File: config.mk
export PLATFORM = sky130hd
export DESIGN_NAME = eid_decoder
export DESIGN_NICKNAME = d
export VERILOG_FILES = /design/src/eid_pkg.sv /design/src/eid_decoder.sv
export VERILOG_INCLUDE_DIRS = /design/src
export SDC_FILE = /design/constraint.sdc
export NUM_CORES = 1
export LEC_CHECK = 0
export BUFFER_PORTS_ARGS = -buffer_cell sky130_fd_sc_hd__buf_4
export CAP_MARGIN = 20
export CORE_ASPECT_RATIO = 1.25
export CORE_MARGIN = 4
export CORE_UTILIZATION = 55
export CTS_CLUSTER_SIZE = 30
export DETAILED_ROUTE_END_ITERATION = 7
export PLACE_DENSITY = 0.92
export SLEW_MARGIN = 20
export SYNTH_ARGS = -nofsm -noshare
export SYNTH_HDL_FRONTEND = slang
export SYNTH_SLANG_ARGS = --single-unit
File: constraint.sdc
create_clock -name sys_clk -period 5.11 [get_ports sys_clk]
set_input_delay 0.2555 -clock sys_clk [delete_from_list [all_inputs] [get_ports sys_clk]]
set_output_delay 0.2555 -clock sys_clk [all_outputs]
set_load 0.005 [all_outputs]
File: src/eid_defs.svh
// constants for the extended instruction decoder
// How it works
// - extension off unless config enable bit set
// - eight extra instructions recognised
// - add literal to chosen pointer, one cycle
// - pointer 2 add-and-return takes two cycles
// - return follows pointer 2 update automatically
// - subtract literal from chosen pointer, one cycle
// - pointer 2 subtract-and-return, two cycles
// - call to working register target, two cycles
// - indexed to absolute file move, two words
// - indexed to indexed move, two words
// - push literal at pointer 2, then decrement
// - indexed offset mode for standard instructions
// - indexed mode when access bit zero, f<=95
`ifndef EID_DEFS_SVH
`define EID_DEFS_SVH
`define EID_OP_ADDPTR 8'hE8
`define EID_OP_SUBPTR 8'hE9
`define EID_OP_PUSH 8'hEA
`define EID_OP_MOVS 8'hEB
`define EID_OP_SECOND 4'hF
`define EID_CALL_REG_WORD 16'h0014
`define EID_PTR2_SEL 2'h2
`define EID_RET_SEL 2'h3
`define EID_IDX_LIMIT 8'h5F
`endif

File: src/eid_pkg.sv
// types for the extended instruction decoder
`default_nettype none
package eid_pkg;
  typedef enum logic [3:0] {
    EID_NONE, EID_ADDP, EID_ADDR2, EID_SUBP, EID_SUBR2, EID_CALL_REG,
    EID_MOVE_IF, EID_MOVE_II, EID_PUSH_LIT
  } eid_op_e;
  typedef enum logic [1:0] {EID_IDLE, EID_SECOND, EID_RETURN} eid_state_e;
  typedef struct packed {
    logic ptr_we;
    logic [1:0] ptr_sel;
    logic [11:0] ptr_val;
    logic mem_re;
    logic [11:0] mem_raddr;
    logic mem_we;
    logic [11:0] mem_waddr;
    logic [7:0] mem_wdata;
    logic do_return;
    logic do_call_w;
    logic status_we;
  } eid_ctl_s;
endpackage : eid_pkg
`default_nettype wire
File: src/eid_decoder.sv
// extended instruction decode and execute sequencer
`include "eid_defs.svh"
`default_nettype none
module eid_decoder (
  input wire logic sys_clk,
  input wire logic rst,
  input wire logic ext_set_enable_cfg,
  input wire logic instr_valid,
  input wire logic [15:0] instr_word,
  input wire logic [11:0] file_select_pointer0,
  input wire logic [11:0] file_select_pointer1,
  input wire logic [11:0] pointer_reg_2,
  input wire logic [7:0] working_reg,
  input wire logic [7:0] mem_rdata,
  input wire logic std_access_bit,
  input wire logic [7:0] std_file_operand,
  output logic ext_hit,
  output logic stall,
  output logic idx_mode,
  output logic [11:0] idx_addr,
  output var eid_pkg::eid_ctl_s ctl,
  output var eid_pkg::eid_op_e op_seen
);
  import eid_pkg::*;

  function automatic logic [11:0] ptr_pick(input logic [1:0] s,
      input logic [11:0] p0, input logic [11:0] p1, input logic [11:0] p2);
    ptr_pick = (s == 2'h0) ? p0 : (s == 2'h1) ? p1 : p2;
  endfunction : ptr_pick

  function automatic logic [11:0] off2(input logic [11:0] p2,
      input logic [6:0] z);
    off2 = p2 + {5'h00, z};
  endfunction : off2

  // enable caught on a clock, never straight from the strap into reset
  logic en_q;
  always_ff @(posedge sys_clk or posedge rst) begin
    if (rst) en_q <= 1'b0;
    else en_q <= ext_set_enable_cfg;
  end

  eid_state_e state_q, state_d;
  eid_op_e op_q, op_d;
  logic [15:0] first_q;
  logic [7:0] data_q;

  wire [7:0] hi = instr_word[15:8];
  wire [1:0] fsel = instr_word[7:6];
  wire [5:0] lit6 = instr_word[5:0];
  wire is_add = hi == `EID_OP_ADDPTR;
  wire is_sub = hi == `EID_OP_SUBPTR;
  wire is_ret = fsel == `EID_RET_SEL;
  wire take = instr_valid && en_q && state_q == EID_IDLE;
  // return variants always write pointer 2, never select code 3
  wire [1:0] wsel = is_ret ? `EID_PTR2_SEL : fsel;

  // decode of the eight extra encodings
  eid_op_e dec;
  always_comb begin
    dec = EID_NONE;
    if (is_add) dec = is_ret ? EID_ADDR2 : EID_ADDP;
    else if (is_sub) dec = is_ret ? EID_SUBR2 : EID_SUBP;
    else if (hi == `EID_OP_PUSH) dec = EID_PUSH_LIT;
    else if (hi == `EID_OP_MOVS)
      dec = instr_word[7] ? EID_MOVE_II : EID_MOVE_IF;
    else if (instr_word == `EID_CALL_REG_WORD)
      dec = EID_CALL_REG;
  end

  wire hit_now = take && dec != EID_NONE;
  wire second_ok = instr_word[15:12] == `EID_OP_SECOND;
  wire in2 = state_q == EID_SECOND && instr_valid && second_ok;

  // indexed literal offset for standard byte/bit ops
  // second move word is no standard op, so it is kept out too
  assign idx_mode = en_q && !std_access_bit &&
      std_file_operand <= `EID_IDX_LIMIT && !hit_now && !in2;
  assign idx_addr = off2(pointer_reg_2, std_file_operand[6:0]);

  always_comb begin
    state_d = state_q;
    op_d = op_q;
    case (state_q)
      EID_IDLE: begin
        if (hit_now) begin
          op_d = dec;
          case (dec)
            EID_ADDR2, EID_SUBR2: state_d = EID_RETURN;
            EID_CALL_REG: state_d = EID_RETURN;
            EID_MOVE_IF, EID_MOVE_II: state_d = EID_SECOND;
            default: state_d = EID_IDLE;
          endcase
        end
      end
      // stays waiting until the second word really arrives
      EID_SECOND: if (instr_valid && second_ok) state_d = EID_IDLE;
      EID_RETURN: state_d = EID_IDLE;
      default: state_d = EID_IDLE;
    endcase
  end

  always_ff @(posedge sys_clk or posedge rst) begin
    if (rst) begin
      state_q <= EID_IDLE;
      op_q <= EID_NONE;
      first_q <= 16'h0000;
      data_q <= 8'h00;
    end else begin
      state_q <= state_d;
      op_q <= op_d;
      if (hit_now) first_q <= instr_word;
      if (state_q == EID_IDLE) data_q <= mem_rdata;
    end
  end

  // datapath strobes
  wire [11:0] psel = ptr_pick(fsel, file_select_pointer0,
      file_select_pointer1, pointer_reg_2);
  wire [11:0] p2 = pointer_reg_2;
  wire [11:0] src = off2(p2, first_q[6:0]);
  wire [11:0] dst = first_q[7] ? off2(p2, instr_word[6:0])
      : instr_word[11:0];

  always_comb begin
    ctl = '0;
    ctl.status_we = 1'b0;
    if (hit_now) begin
      case (dec)
        EID_ADDP, EID_ADDR2: begin
          ctl.ptr_we = 1'b1;
          ctl.ptr_sel = wsel;
          ctl.ptr_val = psel + {6'h00, lit6};
        end
        EID_SUBP, EID_SUBR2: begin
          ctl.ptr_we = 1'b1;
          ctl.ptr_sel = wsel;
          ctl.ptr_val = psel - {6'h00, lit6};
        end
        EID_PUSH_LIT: begin
          ctl.mem_we = 1'b1;
          ctl.mem_waddr = p2;
          ctl.mem_wdata = instr_word[7:0];
          ctl.ptr_we = 1'b1;
          ctl.ptr_sel = `EID_PTR2_SEL;
          ctl.ptr_val = p2 - 12'h001;
        end
        EID_MOVE_IF, EID_MOVE_II: begin
          ctl.mem_re = 1'b1;
          ctl.mem_raddr = off2(p2, instr_word[6:0]);
        end
        EID_CALL_REG: ctl.do_call_w = 1'b1;
        default: ctl.ptr_we = 1'b0;
      endcase
    end else if (state_q == EID_RETURN) begin
      // return only after the pointer 2 update has landed
      ctl.do_return = op_q == EID_ADDR2 || op_q == EID_SUBR2;
    end else if (in2) begin
      ctl.mem_we = 1'b1;
      ctl.mem_waddr = dst;
      ctl.mem_wdata = data_q;
      ctl.mem_raddr = src;
    end
  end

  assign ext_hit = hit_now || in2;
  assign stall = state_q != EID_IDLE && !in2;
  assign op_seen = op_q;
  // working_reg carried by the core as call target
  wire unused_w = ^working_reg;
endmodule : eid_decoder
`default_nettype wire

==> results.toml, run 1 <==
[status]
run_status = "finished, final reports clean"

[clocking]
cts_hold_buf = 0
clk_latency_ps = 270
clkTransAtPathRegs_ps = 80
clock_sinks = 23
cts-root-buf = "clkbuf_8"
htree_num_levels = 1
cts_buffers = 3
cts_resized = 0
clock_path_buffers = 2
cts_setup_buffers = 0
cts_tree = "done"

[drt]
vias_per_cell = 6.31
antenna_left = 0
drtIter0Drc = 278
wl_per_cell_um = 18.2
vias = 4641
drc = 0
wirelength_mm = 13.4
dr.pass1.iters = 5

[layout]
antennaDiodeCount = 0
synthToLayoutAreaGrowth_pct = 28.2
fill_cells = 532
post-route-util_pct = 72.5
final_nets = 766
layout-drive-gt1-share_pct = 26.5

[yosys]
yosys_warnings = 0
ys_seq_area_share_pct = 14.7
synth_edf_count = 0
synth_seq_cells = 23
syn_nets = 645
netlist_instances = 526
synth_ff_type = "dfrtp_1"
synth_top_area_share_pct = 14.7
synth_cell_types = 63
ys_async_sr_fraction_pct = 100
synth_largest_area_cell = "dfrtp_1"
postSynthAreaPerCell_um2 = 7.45
synthTopCellsByArea = "dfrtp_1, ha_1, nand2_1"
synth_area_um2 = 3920

[setup_path]
critPathMaxStageDelay_ps = 540
cp_slowest_cell = "or4_4"
cp_max_fo = 12
cp-start-kind = "input port"
r2r_cells = 3
path_buf_inv = 2
path_delay_family = "simple AND/OR/NAND/NOR gates"
path_cells = "buf_4 -> nor3_1 -> nand3_2 -> nand2_1 -> xor2_1 -> ha_1 -> or4_4 -> o21ai_2 -> a211oi_2 -> o21a_1 -> o21a_1 -> o32ai_1 -> buf_4"
cp-end-kind = "primary output"
r2r-end = "op_seen[1]"
arrival_ps = 3120
crit_required_ps = 4850
timing.rr.start = "state_q[0]"
r2r_slack_ps = 3430
worstSetupPathType = "input port to primary output"

[worst_hold_path]
min-delay-start = "ext_set_enable_cfg"
whs_path_depth = 1
whs_endpoint = "en_q"
hp-class = "input port to register"

[power_and_ir_drop]
power_density_nw_per_um2 = 141
p_leak_nw = 2.33
ir_drop_mv = 0.209

[die]
rows = 34
io_pins = 152
fp.dieH_um = 102
die_width_um = 83.5
dieArea_um2 = 8550
initial_core_util_pct = 56.5
core_area_um2 = 6930

[placed_design]
port_buffers = 142
dp_hpwl_mm = 10.6
routabilityCongestion = 1.00

[timing]
maxSlewViolCount = 0
period_share_pct = 66.1
worstMarginPinSlew_ps = 862
fin_tns_setup_ps = 0
hold_violations = 0
fmax_mhz = 296
setup_viol = 0
max-slew-margin-rel_pct = 42.4
rsz0062_at_grt = "no"
fin_skew_ps = 7.08
finalCriticalPeriod_ps = 3380

[global_route]
grt_pass1_vias = 4618
antenna_found_initial = 0
grt_first_pass_wirelength_mm = 21.7
grt_overflow = 0
grt_max_degree = 33
grt_usage_pct = 30.5

[run]
maxCapViolCount = 0
-- per-layer routing --
metal / part of all wire [%] / routed length [µm] / GRT usage, % / vias up
li1: - / - / - / 2139
met1: 37 / 4920 / 35.8 / 2143
met4: 4.1 / 547 / 14.2 / 0
met3: 10 / 1350 / 5.65 / 57
met5: 0 / 0 / 0 / -
met2: 49 / 6600 / 54.4 / 302
-- power by group --
part | internal (mW) | switching (mW)
clock network | 0.0552 | 0.0606
logic | 0.181 | 0.200
registers | 0.200 | 0.0144
total | 0.436 | 0.275
-- kinds of logic after synthesis --
| kind of cell | Yosys count | synth area share, % |
|---|---|---|
| and+or+nand+nor | 186 | 23.6 |
| AOI/OAI and AO/OA | 163 | 27.4 |
| buffers and inverters | 48 | 5.26 |
| xor gates and xnor gates | 40 | 8.93 |
| adders and majority gates | 38 | 12.9 |
| muxes | 27 | 7.15 |
| DFF | 23 | 14.7 |
| other | 1 | 0.0956 |
-- placed cells by master, fill, tap and decap left out, drive strengths merged, types with 2 or more instances in the layout --
cell	n
nor2b	8
o31ai	11
buf	143
o22a	2
o211ai	2
or3	3
nor3	7
o32ai	2
and2	2
nor4b	2
a21oi	32
ha	34
a22oi	4
o22ai	9
nor2	42
mux2i	19
clkbuf	3
nand4	3
o21ai	48
a211oi	8
or4	4
inv	21
nand2	77
xor2	17
a21boi	3
o21a	14
nand3	9
dfrtp	23
mux2	8
o21bai	2
nor4	6
a211o	2
and3	3
fa	4
nor3b	4
xnor2	23
a22o	8
nand2b	12
a21o	6
a31oi	6
-- cell usage after synthesis, types with 8 or more instances --
library cell and n:
ha_1 34, mux2i_1 19, xnor2_1 23, a21oi_1 31, o22ai_1 9, o31ai_1 10
clkbuf_1 13, nor2_1 41, a22o_1 8, o21a_1 14, dfrtp_1 23, nand2_1 77
o21ai_0 47, nor2b_1 8, xor2_1 17, mux2_2 8, nand2b_1 12, inv_1 20
-- area by class of cell --
type | count | area, µm² | share of cell area, %
Tap cell | 90 | 113 | 2.24
Multi-Input combinational cell | 455 | 3140 | 62.4
Inverter | 21 | 78.8 | 1.57
Clock inverter | 1 | 7.51 | 0.149
Timing Repair Buffer | 143 | 1070 | 21.3
Sequential cell | 23 | 576 | 11.4
Clock buffer | 3 | 41.3 | 0.821
-- how the worst max path moves through the flow --
stage | start | to | slack, ps | depth (start not counted)
final | instr_word[9] | ctl[46] | 1730 | 13
after global routing | instr_word[12] | ctl[46] | 1510 | 13
after CTS | instr_word[12] | ctl[46] | 1760 | 13
after detailed placement | instr_word[12] | ctl[46] | 1770 | 13
after global placement | instr_word[12] | ctl[46] | 1830 | 13
after floorplan | instr_word[6] | ctl[46] | 2110 | 11
-- stage by stage --
step | total power, mW | std cells | setup WS [ps] | instance area, µm² | hold slack (ps)
final | 0.711 | 736 | 1730 | 5030 | 95.0
after global routing | 0.759 | 736 | 1510 | 5030 | 91.9
after CTS | 0.706 | 736 | 1760 | 5030 | 93.1
after detailed placement | 0.592 | 732 | 1770 | 4980 | 366
after global placement | 0.575 | 732 | 1830 | 4980 | 366
after floorplan | 0.453 | 526 | 2110 | 3920 | 257
-- flip-flops by register name, summed over array words and instances (netlist names) --
signal / flops
en_q: 1
first_q: 8
data_q: 8
state_q: 2
op_seen: 4
(Power assumes the default switching activity.)
==> run 2, diff against run 1 <==
Settings changed: CORE_UTILIZATION 55 to 46, PLACE_DENSITY 0.92 to 0.82.
Clock period 5.11 ns to 3.1 ns, I/O delays scaled along.
==> run 2 against run 1 <==
  * Routed wire length up 1.5%
  * Sequential share of layout area down 0.16 points
  * Combinational power up 67%
  * Critical endpoint unchanged
  * Flip-flop and latch count unchanged
  * Total power up 67%
  * Critical path depth up 1
==> results.toml, run 2 (same netlist as run 1, synthesis figures left out) <==
[layout]
synthToLayoutAreaGrowth_pct = 30.1
multi_input_area_um2 = 3150
layout_commonest_cell = "buf_4"
layout_common_cells = "buf_4, nand2_1, o21ai_0"
layout-drive-gt1-share_pct = 27.3
fill_cells = 767
seq_area_um2 = 576
final_nets = 773
antennaDiodeCount = 0
final_area_um2 = 5100

[drt]
vias_per_cell = 6.09
wirelength_mm = 13.6
wl_per_cell_um = 18.2
antenna_left = 0
drtIter0Drc = 328
vias = 4569
dr.pass1.iters = 5
drc = 0

[die]
die_width_um = 90.6
fp.dieH_um = 111
dieArea_um2 = 10100
initial_core_util_pct = 47.3
io_pins = 152
rows = 37
core_area_um2 = 8290

[clocking]
cts_tree = "done"
htree_num_levels = 1
clock_path_buffers = 2
clk_latency_ps = 270
cts-root-buf = "clkbuf_8"
cts_setup_buffers = 0
clkTransAtPathRegs_ps = 90
cts_buffers = 3
clock_sinks = 23

[timing]
finalCriticalPeriod_ps = 2950
max-slew-margin-rel_pct = 40.4
fmax_mhz = 339
rsz0062_at_grt = "no"
worstMarginPinSlew_ps = 892
setup_viol = 0
period_share_pct = 95.1
worst_slack_ps = 151
maxSlewViolCount = 0
hold_violations = 0
fin_skew_ps = 3.87
fin_tns_setup_ps = 0

[setup_path]
critPathMaxStageDelay_ps = 540
path_buf_inv = 3
path_cells = "buf_4 -> nor3_1 -> buf_4 -> nand3_2 -> nand2_1 -> xor2_1 -> ha_1 -> or4_4 -> o21ai_2 -> a211oi_2 -> o21a_1 -> o21a_1 -> o32ai_2 -> buf_4"
cp_slowest_cell = "or4_4"
cp-start-kind = "input port"
crit_required_ps = 2940
worstSetupPathType = "input port to primary output"
r2r_slack_ps = 1460
cp-end-kind = "primary output"
cpMostUsedCell = "buf_4"
cp_max_fo = 7
path_delay_family = "simple AND/OR/NAND/NOR gates"
arrival_ps = 2790

[power_and_ir_drop]
power_mw = 1.19
power_density_nw_per_um2 = 233
p_leak_nw = 2.37
ir_drop_mv = 0.247

[worst_hold_path]
hp-class = "input port to asynchronous set/reset pin"

[status]
run_status = "finished, final reports clean"

[global_route]
grt_first_pass_wirelength_mm = 22.2
grt_max_degree = 33
grt_pass1_vias = 4597
grt_usage_pct = 26.3
antenna_found_initial = 0
grt_overflow = 0

[placed_design]
dp_slack_ps = 128
dp_hpwl_mm = 10.9
routabilityCongestion = 0.939
placed_cell_area_um2 = 5030
port_buffers = 142

[run]
maxCapViolCount = 0
-- run 2: cell count changes in the layout (fill, tap and decap cells not counted), sizes merged --
cell / previous run / this run
buf: 143 / 149
dlygate4sd3: 0 / 1
-- run 2: where the power goes --
| part | internal [mW] | total [mW] | switching [mW] |
|---|---|---|---|
| combinational | 0.305 | 0.635 | 0.330 |
| sequential | 0.330 | 0.353 | 0.0233 |
| clock | 0.0913 | 0.199 | 0.108 |
-- run 2: through the flow --
stage	hold WS, ps	utilization (%)	cells
6_report	68.5	61.5	750
3_5_place_dp	267	60.7	745
4_1_cts	99.7	61.5	750
3_3_place_gp	267	60.7	745
2_1_floorplan	157	-	526
5_1_grt	91.8	61.5	750
-- run 2: layout make-up --
class	instances	area share [%]
clock buffers	3	0.810
clock inverters	1	0.147
repair buffers	150	22.1
multi-input cells	455	61.7
well taps	97	2.38
flip-flops and latches	23	11.3
inverters	21	1.55
-- run 2: what timing repair did --
item	CTS	global route
setup endpoints to repair	0	1
hold endpoints to repair	1	0
resized for setup	0	1
hold buffers	1	0
-- run 2: final timing paths --
path | to | depth (start not counted) | start
min in group sys_clk | data_q[1] | 2 | mem_rdata[1]
max | ctl[46] | 14 | instr_word[12]
max reg2reg | op_seen[3] | 4 | state_q[0]
max in group asynchronous | state_q[0] | 2 | rst
min reg2reg | first_q[3] | 2 | first_q[3]
min | data_q[7] | 2 | rst
-- run 2: layer usage --
layer	vias to the layer above	global-route usage [%]	routed length, µm
met2	232	45.1	6670
met1	2139	30.7	5310
met5	-	0	0
met4	0	12.9	493
met3	52	5.91	1150
li1	2146	-	-
==> run 3, diff against run 2 <==
Settings changed: BUFFER_PORTS_ARGS -buffer_cell sky130_fd_sc_hd__buf_4 to unset, CORE_UTILIZATION 46 to 60, DONT_BUFFER_PORTS set to 1, PLACE_DENSITY 0.82 to 0.79.
==> run 3 against run 2 <==
  * Via count is 13% lower
  * Utilization is 2.5 points higher
  * Clock skew is 1.5 ps higher
  * Highest routed layer unchanged
  * Register-to-register slack better by 50 ps
  * Largest cell class unchanged
==> results.toml, run 3 (same netlist as run 1, synthesis figures left out) <==
[status]
run_status = "finished, final reports clean"

[drt]
vias_per_cell = 6.70
vias = 3974
wl_met2_mm = 5.85
m1WireLength_mm = 4.65
wl_per_cell_um = 20.5
drtIter0Drc = 286
antenna_left = 0
wirelength_mm = 12.1
dr.max_layer_used = "met4"
drc = 0
dr.pass1.iters = 5
routed-wl-met3_mm = 1.19

[timing]
maxSlewViolCount = 0
finalCriticalPeriod_ps = 2810
fin_tns_setup_ps = 0
setup_viol = 0
hold_violations = 0
worstMarginPinSlew_ps = 853
max-slew-margin-rel_pct = 43.1
period_share_pct = 90.7
fin_skew_ps = 5.42
rsz0062_at_grt = "no"
fmax_mhz = 356
worst_slack_ps = 288

[layout]
seq_area_um2 = 576
fill_cells = 605
layout_commonest_cell = "nand2_1"
layout_common_cells = "nand2_1, o21ai_0, nor2_1"
synthToLayoutAreaGrowth_pct = 2.04
final_nets = 628
layout.cells.non_filler = 593
layout-drive-gt1-share_pct = 6.30
antennaDiodeCount = 0
multi_input_area_um2 = 3150

[clocking]
clock_path_buffers = 2
clkTransAtPathRegs_ps = 80
cts_buffers = 3
cts_setup_buffers = 0
clk_latency_ps = 260
cts-root-buf = "clkbuf_8"
clock_sinks = 23
cts_tree = "done"
htree_num_levels = 1

[die]
dieArea_um2 = 7900
initial_core_util_pct = 62.8
io_pins = 152
core_area_um2 = 6250
fp.dieH_um = 98.4
die_width_um = 80.3
rows = 32

[placed_design]
dp_hpwl_mm = 9.68
dp_slack_ps = 194
dp_cells = 586
routabilityCongestion = 0.920
port_buffers = 0

[global_route]
grt_pass1_vias = 3866
grt_max_degree = 33
grt_overflow = 0
grt_usage_pct = 29.5
grt_first_pass_wirelength_mm = 18.8
antenna_found_initial = 0

[run]
maxCapViolCount = 0

[power_and_ir_drop]
ir_drop_mv = 0.398
p_leak_nw = 1.64
power_density_nw_per_um2 = 245

[setup_path]
worstSetupPathType = "input port to primary output"
cp-start-kind = "input port"
arrival_ps = 2660
cp-end-kind = "primary output"
crit_required_ps = 2940
cp_max_fo = 10

[worst_hold_path]
hp-class = "input port to register"
run 3: cell count changes in the layout (fill, tap and decap cells not counted), sizes merged:
cell         previous run  this run
dlygate4sd3             1         3
buf                   149         2
clkinv                  0         1
clkinvlp                1         0
run 3: power breakdown:
group,switching (mW),total [mW],internal (mW)
combinational,0.241,0.447,0.207
sequential,0.0249,0.355,0.330
clock,0.0892,0.179,0.0894
run 3: layout make-up:
class	instances	area share, %
Inverter	21	1.97
Clock inverter	1	0.125
Multi-Input combinational cell	455	78.7
Clock buffer	3	1.03
Sequential cell	23	14.4
Timing Repair Buffer	5	1.13
Tap cell	85	2.66
run 3: what timing repair did:
item | in CTS | in global routing
hold endpoints to repair | 25 | 0
gates resized for setup | 0 | 1
endpoints found under the setup margin | 0 | 1
hold buffers | 3 | 0
run 3: stage by stage:
step	util, %	total power, mW	hold slack, ps	area (µm²)
global placement	62.8	0.781	187	3920
finish	64.1	0.981	2.33	4000
global route	64.1	1.05	7.72	4000
detailed placement	62.8	0.800	187	3920
CTS	64.0	0.982	0.970	4000
floorplan	-	0.746	157	3920
run 3: metal layers:
layer	vias up	global-route usage, %
met5	-	0
met2	210	48.9
met4	0	12.1
met1	1864	35.9
met3	37	7.75
li1	1863	-
run 3: final timing paths:
kind,start,endpoint,slack [ps],cells after the start
worst max-delay path,instr_word[12],ctl[46],290,11
worst min-delay path,instr_word[4],first_q[4],2,2
worst max register to register,state_q[0],op_seen[1],1510,3
worst min register to register,first_q[2],first_q[2],500,2
max in group asynchronous,rst,op_seen[1],2060,2
min in group asynchronous,rst,first_q[5],510,2
run 3: critical path: stages:
cell and delay, ps:
nor3_2 290, nand3_2 230, nand2_1 120, xor2_1 160, ha_1 290, or4_4 540, o21ai_2 90, a211oi_2 60
o21a_1 210, o21a_1 170, o32ai_1 350
